===== config.mk =====
export PLATFORM = sky130hd
export DESIGN_NAME = avr_top
export DESIGN_NICKNAME = d
export VERILOG_FILES = /design/src/rtl/avr_classify.v /design/src/rtl/avr_param.v /design/src/rtl/avr_top.v
export VERILOG_INCLUDE_DIRS = /design/src /design/src/rtl
export SDC_FILE = /design/constraint.sdc
export NUM_CORES = 1
export LEC_CHECK = 0
export ABC_CLOCK_PERIOD_IN_PS = 2400
export BUFFER_PORTS_ARGS = -buffer_cell sky130_fd_sc_hd__buf_2
export CORE_MARGIN = 1
export CORE_UTILIZATION = 47
export CTS_CLUSTER_DIAMETER = 30
export DETAILED_ROUTE_END_ITERATION = 8
export PLACE_DENSITY = 0.79
export SLEW_MARGIN = 20
export SYNTH_ARGS = -nofsm -noshare
export SYNTH_HDL_FRONTEND = slang
export SYNTH_SLANG_ARGS = --single-unit

===== constraint.sdc =====
create_clock -name clk_sys -period 2.4 [get_ports clk_sys]
set_input_delay 0.48 -clock clk_sys [delete_from_list [all_inputs] [get_ports clk_sys]]
set_output_delay 0.48 -clock clk_sys [all_outputs]
set_load 0.02 [all_outputs]

===== src/rtl/avr_defs.vh =====
// Constants for the analog value range handler.
// Assumes 16-bit two's complement channel codes and a 40 MHz module clock.
`ifndef AVR_DEFS_VH
`define AVR_DEFS_VH
`define AVR_CODE_OVERFLOW 16'h7fff
`define AVR_CODE_UNDERFLOW 16'h8000
`define AVR_CODE_ZERO 16'h0000
`define AVR_OVR_TOP 16'h7eff
`define AVR_BIP_BOT 16'h8100
`define AVR_LIVE_BOT 16'he500
`define AVR_UNI_BOT 16'h0000
`define AVR_RANGE_BIPOLAR 2'h0
`define AVR_RANGE_LIVEZERO 2'h1
`define AVR_RANGE_UNIPOLAR 2'h2
`define AVR_CLASS_OK 2'h0
`define AVR_CLASS_HIGH 2'h1
`define AVR_CLASS_LOW 2'h2
`endif


===== src/rtl/avr_classify.v =====
// Range classifier for one 16-bit signed channel code.
// Assumes the range select is stable while the code is sampled.
`timescale 1ns/1ps
`default_nettype none
`include "avr_defs.vh"
module avr_classify (
   input wire [15:0] code,
   input wire [1:0] range_sel,
   output reg [1:0] cls
);
   function lt_s;
      input [15:0] a;
      input [15:0] b;
      begin
         lt_s = $signed(a) < $signed(b);
      end
   endfunction

   reg [15:0] bot;
   always @*
   begin
      case (range_sel)
         `AVR_RANGE_LIVEZERO: bot = `AVR_LIVE_BOT;
         `AVR_RANGE_UNIPOLAR: bot = `AVR_UNI_BOT;
         default: bot = `AVR_BIP_BOT;
      endcase
      // Unipolar zero is the lowest legal code, so -1 is already underflow
      if (lt_s(`AVR_OVR_TOP, code))
         cls = `AVR_CLASS_HIGH;
      else if (lt_s(code, bot))
         cls = `AVR_CLASS_LOW;
      else
         cls = `AVR_CLASS_OK;
   end
endmodule // avr_classify
`default_nettype wire


===== src/rtl/avr_param.v =====
// Parameter assignment tracker for one channel.
// Assumes prm_valid is high only on the cycle a parameter set arrives.
`timescale 1ns/1ps
`default_nettype none
module avr_param (
   input wire clk_sys,
   input wire sys_rst,
   input wire prm_valid,
   input wire prm_ok,
   input wire [1:0] prm_range,
   input wire prm_diag_range,
   output reg ever_ok_q,
   output reg assigned_q,
   output reg bad_q,
   output reg [1:0] range_q,
   output reg diag_range_q
);
   always @(posedge clk_sys)
   begin
      if (sys_rst)
      begin
         ever_ok_q <= 1'b0;
         assigned_q <= 1'b0;
         bad_q <= 1'b0;
         range_q <= 2'h0;
         diag_range_q <= 1'b0;
      end
      else if (prm_valid)
      begin
         assigned_q <= 1'b1;
         bad_q <= ~prm_ok;
         // A bad set never replaces the last good one
         if (prm_ok)
         begin
            ever_ok_q <= 1'b1;
            range_q <= prm_range;
            diag_range_q <= prm_diag_range;
         end
      end
   end
endmodule // avr_param
`default_nettype wire


===== src/rtl/avr_top.v =====
// Analog value range handler: one input and one output channel.
// Assumes converter and controller values arrive with one-cycle valid strobes.
`timescale 1ns/1ps
`default_nettype none
`include "avr_defs.vh"
module avr_top (
   input wire clk_sys,
   input wire sys_rst,
   input wire grp_diag_en,
   input wire ai_prm_valid,
   input wire ai_prm_ok,
   input wire [1:0] ai_prm_range,
   input wire ai_prm_diag_range,
   input wire ao_prm_valid,
   input wire ao_prm_ok,
   input wire [1:0] ao_prm_range,
   input wire ai_adc_valid,
   input wire [15:0] ai_adc_code,
   input wire ao_ctl_valid,
   input wire [15:0] ao_ctl_value,
   output reg [15:0] ai_report_q,
   output reg ai_report_valid_q,
   output reg [15:0] ao_drive_q,
   output reg ao_drive_valid_q,
   output reg group_fault_indicator_q,
   output reg diag_record_q,
   output reg diag_irq_q
);
   wire ai_ever_ok;
   wire ai_assigned;
   wire ai_bad;
   wire [1:0] ai_range;
   wire ai_diag_range;
   wire ao_ever_ok;
   wire ao_assigned;
   wire ao_bad;
   wire [1:0] ao_range;
   wire [1:0] ai_cls;
   wire [1:0] ao_cls;
   wire [3:0] ai_state;
   wire [3:0] ao_state;
   wire ai_prm_fault;
   wire ao_prm_fault;
   wire prm_fault;
   wire range_diag;
   wire range_diag_prev;
   reg ai_range_fault_q;
   reg ai_range_fault_d;
   reg [15:0] ai_report_d;
   reg [15:0] ao_drive_d;
   reg ai_prm_new_d;
   reg ao_prm_new_d;
   reg range_new_d;
   reg diag_event_d;
   reg lamp_d;
   reg ai_prm_prev_q;
   reg ao_prm_prev_q;

   avr_param u_ai_prm (
      .clk_sys(clk_sys),
      .sys_rst(sys_rst),
      .prm_valid(ai_prm_valid),
      .prm_ok(ai_prm_ok),
      .prm_range(ai_prm_range),
      .prm_diag_range(ai_prm_diag_range),
      .ever_ok_q(ai_ever_ok),
      .assigned_q(ai_assigned),
      .bad_q(ai_bad),
      .range_q(ai_range),
      .diag_range_q(ai_diag_range)
   );

   avr_param u_ao_prm (
      .clk_sys(clk_sys),
      .sys_rst(sys_rst),
      .prm_valid(ao_prm_valid),
      .prm_ok(ao_prm_ok),
      .prm_range(ao_prm_range),
      .prm_diag_range(1'b0),
      .ever_ok_q(ao_ever_ok),
      .assigned_q(ao_assigned),
      .bad_q(ao_bad),
      .range_q(ao_range),
      .diag_range_q()
   );

   avr_classify u_ai_cls (
      .code(ai_adc_code),
      .range_sel(ai_range),
      .cls(ai_cls)
   );

   avr_classify u_ao_cls (
      .code(ao_ctl_value),
      .range_sel(ao_range),
      .cls(ao_cls)
   );

   // Channel condition, decoded from the parameter tracker
   localparam [3:0] CH_UNSET = 4'b0001;
   localparam [3:0] CH_RUN = 4'b0010;
   localparam [3:0] CH_BAD_FIRST = 4'b0100;
   localparam [3:0] CH_BAD_LATE = 4'b1000;

   // Shared by both channels so their decode cannot drift apart
   function [3:0] chan_state;
      input assigned;
      input ever_ok;
      input bad;
      begin
         if (!assigned)
            chan_state = CH_UNSET;
         else if (!ever_ok)
            chan_state = CH_BAD_FIRST;
         else if (bad)
            chan_state = CH_BAD_LATE;
         else
            chan_state = CH_RUN;
      end
   endfunction

   // High for the first cycle of a fault only
   function rise;
      input now;
      input was;
      begin
         rise = now & ~was;
      end
   endfunction

   // Code reported for a sample of a running input channel
   function [15:0] ai_pick;
      input [1:0] cls;
      input [15:0] code;
      begin
         case (cls)
            `AVR_CLASS_HIGH: ai_pick = `AVR_CODE_OVERFLOW;
            `AVR_CLASS_LOW: ai_pick = `AVR_CODE_UNDERFLOW;
            default: ai_pick = code;
         endcase
      end
   endfunction

   assign ai_state = chan_state(ai_assigned, ai_ever_ok, ai_bad);
   assign ao_state = chan_state(ao_assigned, ao_ever_ok, ao_bad);

   // Per-channel faults, so one channel's fault cannot swallow the other's record
   assign ai_prm_fault = (ai_state == CH_BAD_FIRST) || (ai_state == CH_BAD_LATE);
   assign ao_prm_fault = (ao_state == CH_BAD_FIRST) || (ao_state == CH_BAD_LATE);
   assign prm_fault = ai_prm_fault | ao_prm_fault;

   // Input path
   always @*
   begin
      ai_report_d = ai_report_q;
      ai_range_fault_d = ai_range_fault_q;
      if (ai_adc_valid)
      begin
         case (ai_state)
            CH_RUN, CH_BAD_LATE:
            begin
               // A bad set after a good one keeps measuring
               ai_report_d = ai_pick(ai_cls, ai_adc_code);
               ai_range_fault_d = (ai_cls != `AVR_CLASS_OK);
            end
            default:
            begin
               // Unassigned or bad first set both report overflow code
               ai_report_d = `AVR_CODE_OVERFLOW;
               ai_range_fault_d = 1'b0;
            end
         endcase
      end
   end

   // Output path
   always @*
   begin
      ao_drive_d = ao_drive_q;
      if (ao_ctl_valid)
      begin
         case (ao_state)
            CH_RUN, CH_BAD_LATE:
            begin
               if (ao_cls == `AVR_CLASS_OK)
                  ao_drive_d = ao_ctl_value;
               else
                  ao_drive_d = `AVR_CODE_ZERO;
            end
            default:
               ao_drive_d = `AVR_CODE_ZERO;
         endcase
      end
   end

   // Range faults report only with both enables; parameter faults always
   assign range_diag = ai_range_fault_d & grp_diag_en & ai_diag_range;
   assign range_diag_prev = ai_range_fault_q & grp_diag_en & ai_diag_range;

   // One record per new fault, not one per sample
   // A fault that stays up sends no second record, even after a repeat bad set
   always @*
   begin
      ai_prm_new_d = rise(ai_prm_fault, ai_prm_prev_q);
      ao_prm_new_d = rise(ao_prm_fault, ao_prm_prev_q);
      range_new_d = rise(range_diag, range_diag_prev);
      diag_event_d = ai_prm_new_d | ao_prm_new_d | range_new_d;
   end

   // Output range faults never light the lamp; input range faults do even with enables off
   always @*
   begin
      lamp_d = ai_range_fault_d | prm_fault;
   end

   // Input path registers
   always @(posedge clk_sys)
   begin
      if (sys_rst)
      begin
         // Same code as an unassigned channel
         ai_report_q <= `AVR_CODE_OVERFLOW;
         ai_report_valid_q <= 1'b0;
         ai_range_fault_q <= 1'b0;
      end
      else
      begin
         ai_report_q <= ai_report_d;
         ai_report_valid_q <= ai_adc_valid;
         ai_range_fault_q <= ai_range_fault_d;
      end
   end

   // Output path registers
   always @(posedge clk_sys)
   begin
      if (sys_rst)
      begin
         ao_drive_q <= `AVR_CODE_ZERO;
         ao_drive_valid_q <= 1'b0;
      end
      else
      begin
         ao_drive_q <= ao_drive_d;
         ao_drive_valid_q <= ao_ctl_valid;
      end
   end

   // Edge memory for the parameter fault pulses
   always @(posedge clk_sys)
   begin
      if (sys_rst)
      begin
         ai_prm_prev_q <= 1'b0;
         ao_prm_prev_q <= 1'b0;
      end
      else
      begin
         ai_prm_prev_q <= ai_prm_fault;
         ao_prm_prev_q <= ao_prm_fault;
      end
   end

   // Fault lamp
   always @(posedge clk_sys)
   begin
      if (sys_rst)
         group_fault_indicator_q <= 1'b0;
      else
         group_fault_indicator_q <= lamp_d;
   end

   // Record and interrupt always leave together
   always @(posedge clk_sys)
   begin
      if (sys_rst)
      begin
         diag_record_q <= 1'b0;
         diag_irq_q <= 1'b0;
      end
      else
      begin
         diag_record_q <= diag_event_d;
         diag_irq_q <= diag_event_d;
      end
   end
endmodule // avr_top
`default_nettype wire


# --- Yosys cells after proc, flatten, opt, wreduce, memory -nomap -nowiden ---
# Index checks and enable logic that the tools add are counted.
op_classes:
  n_lt_le_gt_ge: 4
  eq_ne: 12
  muxes: 18
  n_bitwise: 16
  reduce_logical: 8
ops:
  columns: ["op", "n"]
  rows:
  - ["$pmux 16 s2", 3]
  - ["$mux 16", 3]
  - ["$lt 16x16->1", 2]
  - ["$lt 16x16->1 const A", 2]
  - ["$mux 4", 6]
  - ["$eq 4x2->1 const B", 2]
  - ["$eq 4x3->1 const B", 2]
  - ["$eq 4x4->1 const B", 2]
  - ["$mux 2", 4]
  - ["$and 1x1->1", 7]
  - ["$eq 2x1->1 const B", 3]
  - ["$eq 2x2->1 const B", 3]
  - ["$not 1->1", 5]
  - ["$or 1x1->1", 4]
  - ["$reduce_and 2->1", 2]
  - ["$reduce_or 2->1", 2]
  - ["$logic_not 2->1", 1]
  - ["$logic_or 1x1->1", 2]
  - ["$mux 1", 2]
  - ["$reduce_bool 2->1", 1]
totals:
  register_bits: 50
  in_bits: 46
  output_inout_bits: 37
  elab_cells: 76

# --- Logic depth before layout (Yosys ltp) ---
depth:
  depth_word: 12
  ltp_mapped: 8
  mapped_depth_nobuf: 7

# --- Modules after synthesis ---
# Synthesis repeated with hierarchy kept, for this count alone.
hier_totals:
  cells_unflattened: 247
  hier_area_um2: 2541.2
by_module_without_submodules:
  columns: ["mod", "instances", "cells_each", "area_per_inst_um2", "seq_area_each_um2"]
  rows:
  - ["avr_top", 1, 161, 1735.4, 780.7]
  - ["avr_param", 2, 23, 230.2, 120.1]
  - ["avr_classify", 2, 20, 172.7, 0.0]

# --- Least setup slack after synthesis ---
# No wires, ideal clock.
synth_path:
  path_type: "input -> register"
  startpoint: "in ai_adc_code[15]"
  endpoint: "reg ai_report_q[10]"
  setup_time_ns: 0.059
  arrival_time_ns: 1.935
  t_required_ns: 2.341
  slack_ns: 0.406
  stages: 7
  path_buffers: 1
  cell_sequence: "ha_1 a21oi_1 o21ai_0 a21oi_2 mux2i_2 buf_6 o221a_2"
synth_via:
  elab_chain_len: 6
  elab_cells_between_ends: 8
  cone_classes: "2 x order compare; 2 x eq/ne; 4 x mux"
synth_lines:
  columns: ["item", "line", "rtl"]
  rows:
  - ["from (decl)", "avr_top.v:18", "input wire [15:0] ai_adc_code,"]
  - ["$lt 16x16->1", "avr_classify.v:15", "lt_s = $signed(a) < $signed(b);"]
  - ["$mux 2", "avr_classify.v:30", "else if (lt_s(code, bot))"]
  - ["$mux 2 (*)", "avr_classify.v:28", "if (lt_s(`AVR_OVR_TOP, code))"]
  - ["$eq 2x2->1 or $eq 2x1->1 (tied branches)", "avr_top.v:136", "case (cls)"]
  - ["$pmux 16 s2 (*)", "avr_top.v:136", null]
  - ["$mux 16 (*)", "avr_top.v:159", "case (ai_state)"]
  - ["to (signal assigned)", "avr_top.v:222", "ai_report_q <= `AVR_CODE_OVERFLOW;"]
  - ["to (signal assigned)", "avr_top.v:228", "ai_report_q <= ai_report_d;"]
  - ["to (decl)", "avr_top.v:21", "output reg [15:0] ai_report_q,"]
# Every way passes the cells marked *; elsewhere a longest branch is shown, timed or not.
# A chain may end at the register's enable or synchronous reset.

# --- Worst setup path after layout ---
layout_path:
  startpoint: "reg u_ao_prm.range_q[1]"
  endpoint: "reg ao_drive_q[14]"
layout_via:
  elab_chain_len: 8
  elab_cells_between_ends: 9
  cone_classes: "1 x order compare; 2 x eq/ne; 5 x mux; 1 x reduce/logical"
layout_lines:
  columns: ["item", "line", "rtl"]
  rows:
  - ["from (decl)", "avr_param.v:15", "output reg [1:0] range_q,"]
  - ["from (signal assigned)", "avr_param.v:36", "range_q <= prm_range;"]
  - ["$eq 2x2->1 or $eq 2x1->1 (tied branches)", "avr_classify.v:22", "case (range_sel)"]
  - ["$pmux 16 s2 (*)", "avr_classify.v:22", null]
  - ["$lt 16x16->1 (*)", "avr_classify.v:15", null]
  - ["$mux 2 (*)", "avr_classify.v:30", null]
  - ["$mux 2 (*)", "avr_classify.v:28", null]
  - ["$logic_not 2->1 (no line) (*)", null, null]
  - ["$mux 16 (*)", "avr_top.v:185", "if (ao_cls == `AVR_CLASS_OK)"]
  - ["$mux 16 (*)", "avr_top.v:182", "case (ao_state)"]
  - ["to (signal assigned)", "avr_top.v:239", "ao_drive_q <= `AVR_CODE_ZERO;"]
  - ["to (signal assigned)", "avr_top.v:244", "ao_drive_q <= ao_drive_d;"]
  - ["to (decl)", "avr_top.v:23", "output reg [15:0] ao_drive_q,"]
# Marks and branches as above.

==> results.json <==
{
  "n_antenna_cell": 0,
  "ioPinCount": 83,
  "clkSinkCount": 50,
  "path_clk_slew_ps": 90,
  "fin_util_pct": 62.9,
  "crit_chain": "nor2b_1, ha_1, nand3b_1, o221ai_1, a211oi_2, a22o_1",
  "cellPowerDensity_mw_per_mm2": 648,
  "cpPeakStageDelay_ps": 790,
  "cp_num_buf_inv": 0,
  "port_buffers": 82,
  "rsz0062_at_grt": "false",
  "dr.pass1.iters": 4,
  "worst_ep_required_time_ps": 2640,
  "finalHoldViolations": 0,
  "holdPathEnd": "ao_drive_valid_q",
  "drive_gt1_share_pct": 42.3,
  "die_y_um": 66.9,
  "finalCritPeriodShare_pct": 91.0,
  "root_buffer": "clkbuf_8",
  "layout_commonest_cell": "buf_2",
  "cts_resized": 0,
  "finalNonFillerCells": 322,
  "drtIter0Drc": 86,
  "drt_drc_violations_left": 0,
  "rows": 23,
  "worstHoldStart": "sys_rst",
  "setup_violations": 0,
  "reg2reg_depth": 6,
  "grt_pass1_wl_um": 6920,
  "post_drt_wl_per_cell_um": 13.3,
  "die_area_mm2": 0.00448,
  "muxShareOfSynthArea_pct": 0.695,
  "rr_endpoint": "ao_drive_q[14]",
  "core-area_mm2": 0.00403,
  "dp.cells": 314,
  "max-cap-violations": 0,
  "power_leakage_nw": 1.12,
  "synthAdderAreaFrac_pct": 5.05,
  "grt_pass1_vias": 1591,
  "avgSynthCellArea_um2": 10.5,
  "syn-cell-area_mm2": 0.00198,
  "synth_edf_count": 0,
  "clock_latency_ps": 300,
  "end_kind": "flop",
  "synth-simple-area-share_pct": 14.7,
  "cts_buffer_depth": 2,
  "dp_slack_ps": 140,
  "area_growth_pct": 27.9,
  "fin_crit_ps": 2180,
  "rrSetupSlack_ps": 220,
  "critical_path.startpoint_type": "flop",
  "min_path_type": "in2reg",
  "cp.arrival_ps": 2430,
  "initial_core_util_pct": 49.2,
  "grt_max_degree": 24,
  "final_cell_mix": "buf_2, dfxtp_1, nor2_1, a22o_1, o221a_2",
  "critPathKind": "reg2reg",
  "place_congestion": 0.807,
  "min_path_cells": 2,
  "irDropWorstVdd_uv": 369,
  "power_mw": 1.64,
  "worst_slew_pin_slew_ps": 1020,
  "yosysWarningCount": 0,
  "crit_fanout": 15,
  "status": "complete, no violations",
  "finClkSkew_ps": 5.53,
  "grt-ovfl-total": 0,
  "yosys.area.top_type_share_pct": 50.5,
  "cp_top_family": "compound AO/OA/AOI/OAI gates",
  "numCtsBuffers": 5,
  "viasPerCell": 5.28,
  "synth-xor-area-share_pct": 0.442,
  "tns_ps": 0,
  "synthArstFlopShare_pct": 0,
  "routed_wl_um": 4290,
  "fin_area_mm2": 0.00253,
  "nets": 325,
  "slew_viol_final": 0,
  "dpl_cell_area_mm2": 0.00242,
  "yosysSeqAreaShare_pct": 50.5,
  "cts_tree": "done",
  "synthTopCellsByArea": "dfxtp_1, o221a_2, a22o_1, ha_1, a21oi_1",
  "h-tree-depth": 2,
  "hold_buffers": 0,
  "synthDistinctLibCells": 40,
  "ant_nets": 0,
  "synth_nets": 243,
  "r2r-start": "u_ao_prm.range_q[1]",
  "yosysTopAreaCell": "dfxtp_1",
  "die_w_um": 66.9,
  "synth_top_family_by_area": "compound AO/OA/AOI/OAI gates",
  "max_freq_mhz": 458,
  "synth_cells": 189,
  "postCtsSetupBuffers": 0,
  "vias": 1701,
  "dp_hpwl_um": 3200,
  "relSlewSlack_pct": 31.5,
  "track_usage_pct": 20.6,
  "cpMaxStageDelayCell": "a211oi_2",
  "synth_compound_area_share_pct": 24.9,
  "antenna_found_initial": 0,
  "synth.ff_latch_count": 50,
  "worst_slack_ps": 215,
  "hold_ws_ps": 371,
  "synth-main-ff-cell": "dfxtp_1"
}
[worst register-to-register path, stage by stage, from the launching register on]
cell,delay (ps)
dfxtp_1,350
nor2b_1,220
ha_1,280
nand3b_1,110
o221ai_1,150
a211oi_2,790
a22o_1,230
[kinds of logic (layout without fill, tap and decap cells)]
logic type               after synthesis  after routing
AO/OA/AOI/OAI                         59             59
XOR/XNOR                               1              1
adder cells (fa/ha/maj)                8              8
buffers and inverters                 15             98
flip-flops                            50             50
multiplexers                           1              1
AND/OR/NAND/NOR                       55             55
[cell usage after synthesis, types with 2 or more instances]
master    number
nor2_1        16
a22o_1        16
clkbuf_1       6
ha_1           8
inv_1          5
nand3_1        6
o221a_2       15
nor2b_1        3
nand2b_1       3
o21ai_0        6
buf_4          2
a31oi_1        2
nor3_1         3
a21oi_1       12
nand2_1       11
and3_1         2
dfxtp_1       50
[worst max-delay path by stage]
| stage | from | end | slack, ps | cells past startpoint |
|---|---|---|---|---|
| floorplan | ai_adc_code[15] | ai_report_q[10] | 410 | 7 |
| global placement | ao_ctl_value[15] | ao_drive_q[6] | 160 | 6 |
| detailed placement | ao_ctl_value[15] | ao_drive_q[11] | 140 | 6 |
| CTS | u_ao_prm.range_q[1] | ao_drive_q[4] | 190 | 6 |
| global route | u_ao_prm.range_q[1] | ao_drive_q[9] | 8 | 6 |
| finish | u_ao_prm.range_q[1] | ao_drive_q[14] | 220 | 6 |
[layer usage]
layer | track usage, % | wire length, um | vias to the layer above
li1 | - | - | 876
met1 | 25.9 | 2070 | 771
met2 | 32.7 | 1950 | 48
met3 | 5.31 | 220 | 6
met4 | 9.31 | 56 | 0
met5 | 0 | 0 | -
[area by class of cell]
cell class / instances / area [um2]
fillers: 364 / 1500
inverters: 5 / 18.8
repair buffers: 85 / 433
multi-input cells: 124 / 907
well taps: 50 / 62.6
clock buffers: 6 / 72.6
flip-flops and latches: 50 / 1000
clock inverters: 2 / 37.5
[power by group]
part	switching, mW	total, mW	internal [mW]
Clock	0.271	0.582	0.311
Combinational	0.108	0.189	0.0815
Sequential	0.0136	0.870	0.856
[state kept, by name (all words and copies together) (netlist names)]
| signal | cells |
|---|---|
| ao_drive_q | 16 |
| u_ao_prm.assigned_q | 1 |
| ao_drive_valid_q | 1 |
| ai_report_q | 16 |
| u_ao_prm.ever_ok_q | 1 |
| u_ai_prm.bad_q | 1 |
| u_ao_prm.range_q | 2 |
| u_ai_prm.assigned_q | 1 |
| group_fault_indicator_q | 1 |
| diag_irq_q | 1 |
| ai_prm_prev_q | 1 |
| ai_range_fault_q | 1 |
| u_ai_prm.diag_range_q | 1 |
| ai_report_valid_q | 1 |
| ao_prm_prev_q | 1 |
| u_ai_prm.range_q | 2 |
| u_ao_prm.bad_q | 1 |
| u_ai_prm.ever_ok_q | 1 |
No activity file was read; power rests on OpenSTA's default activity.
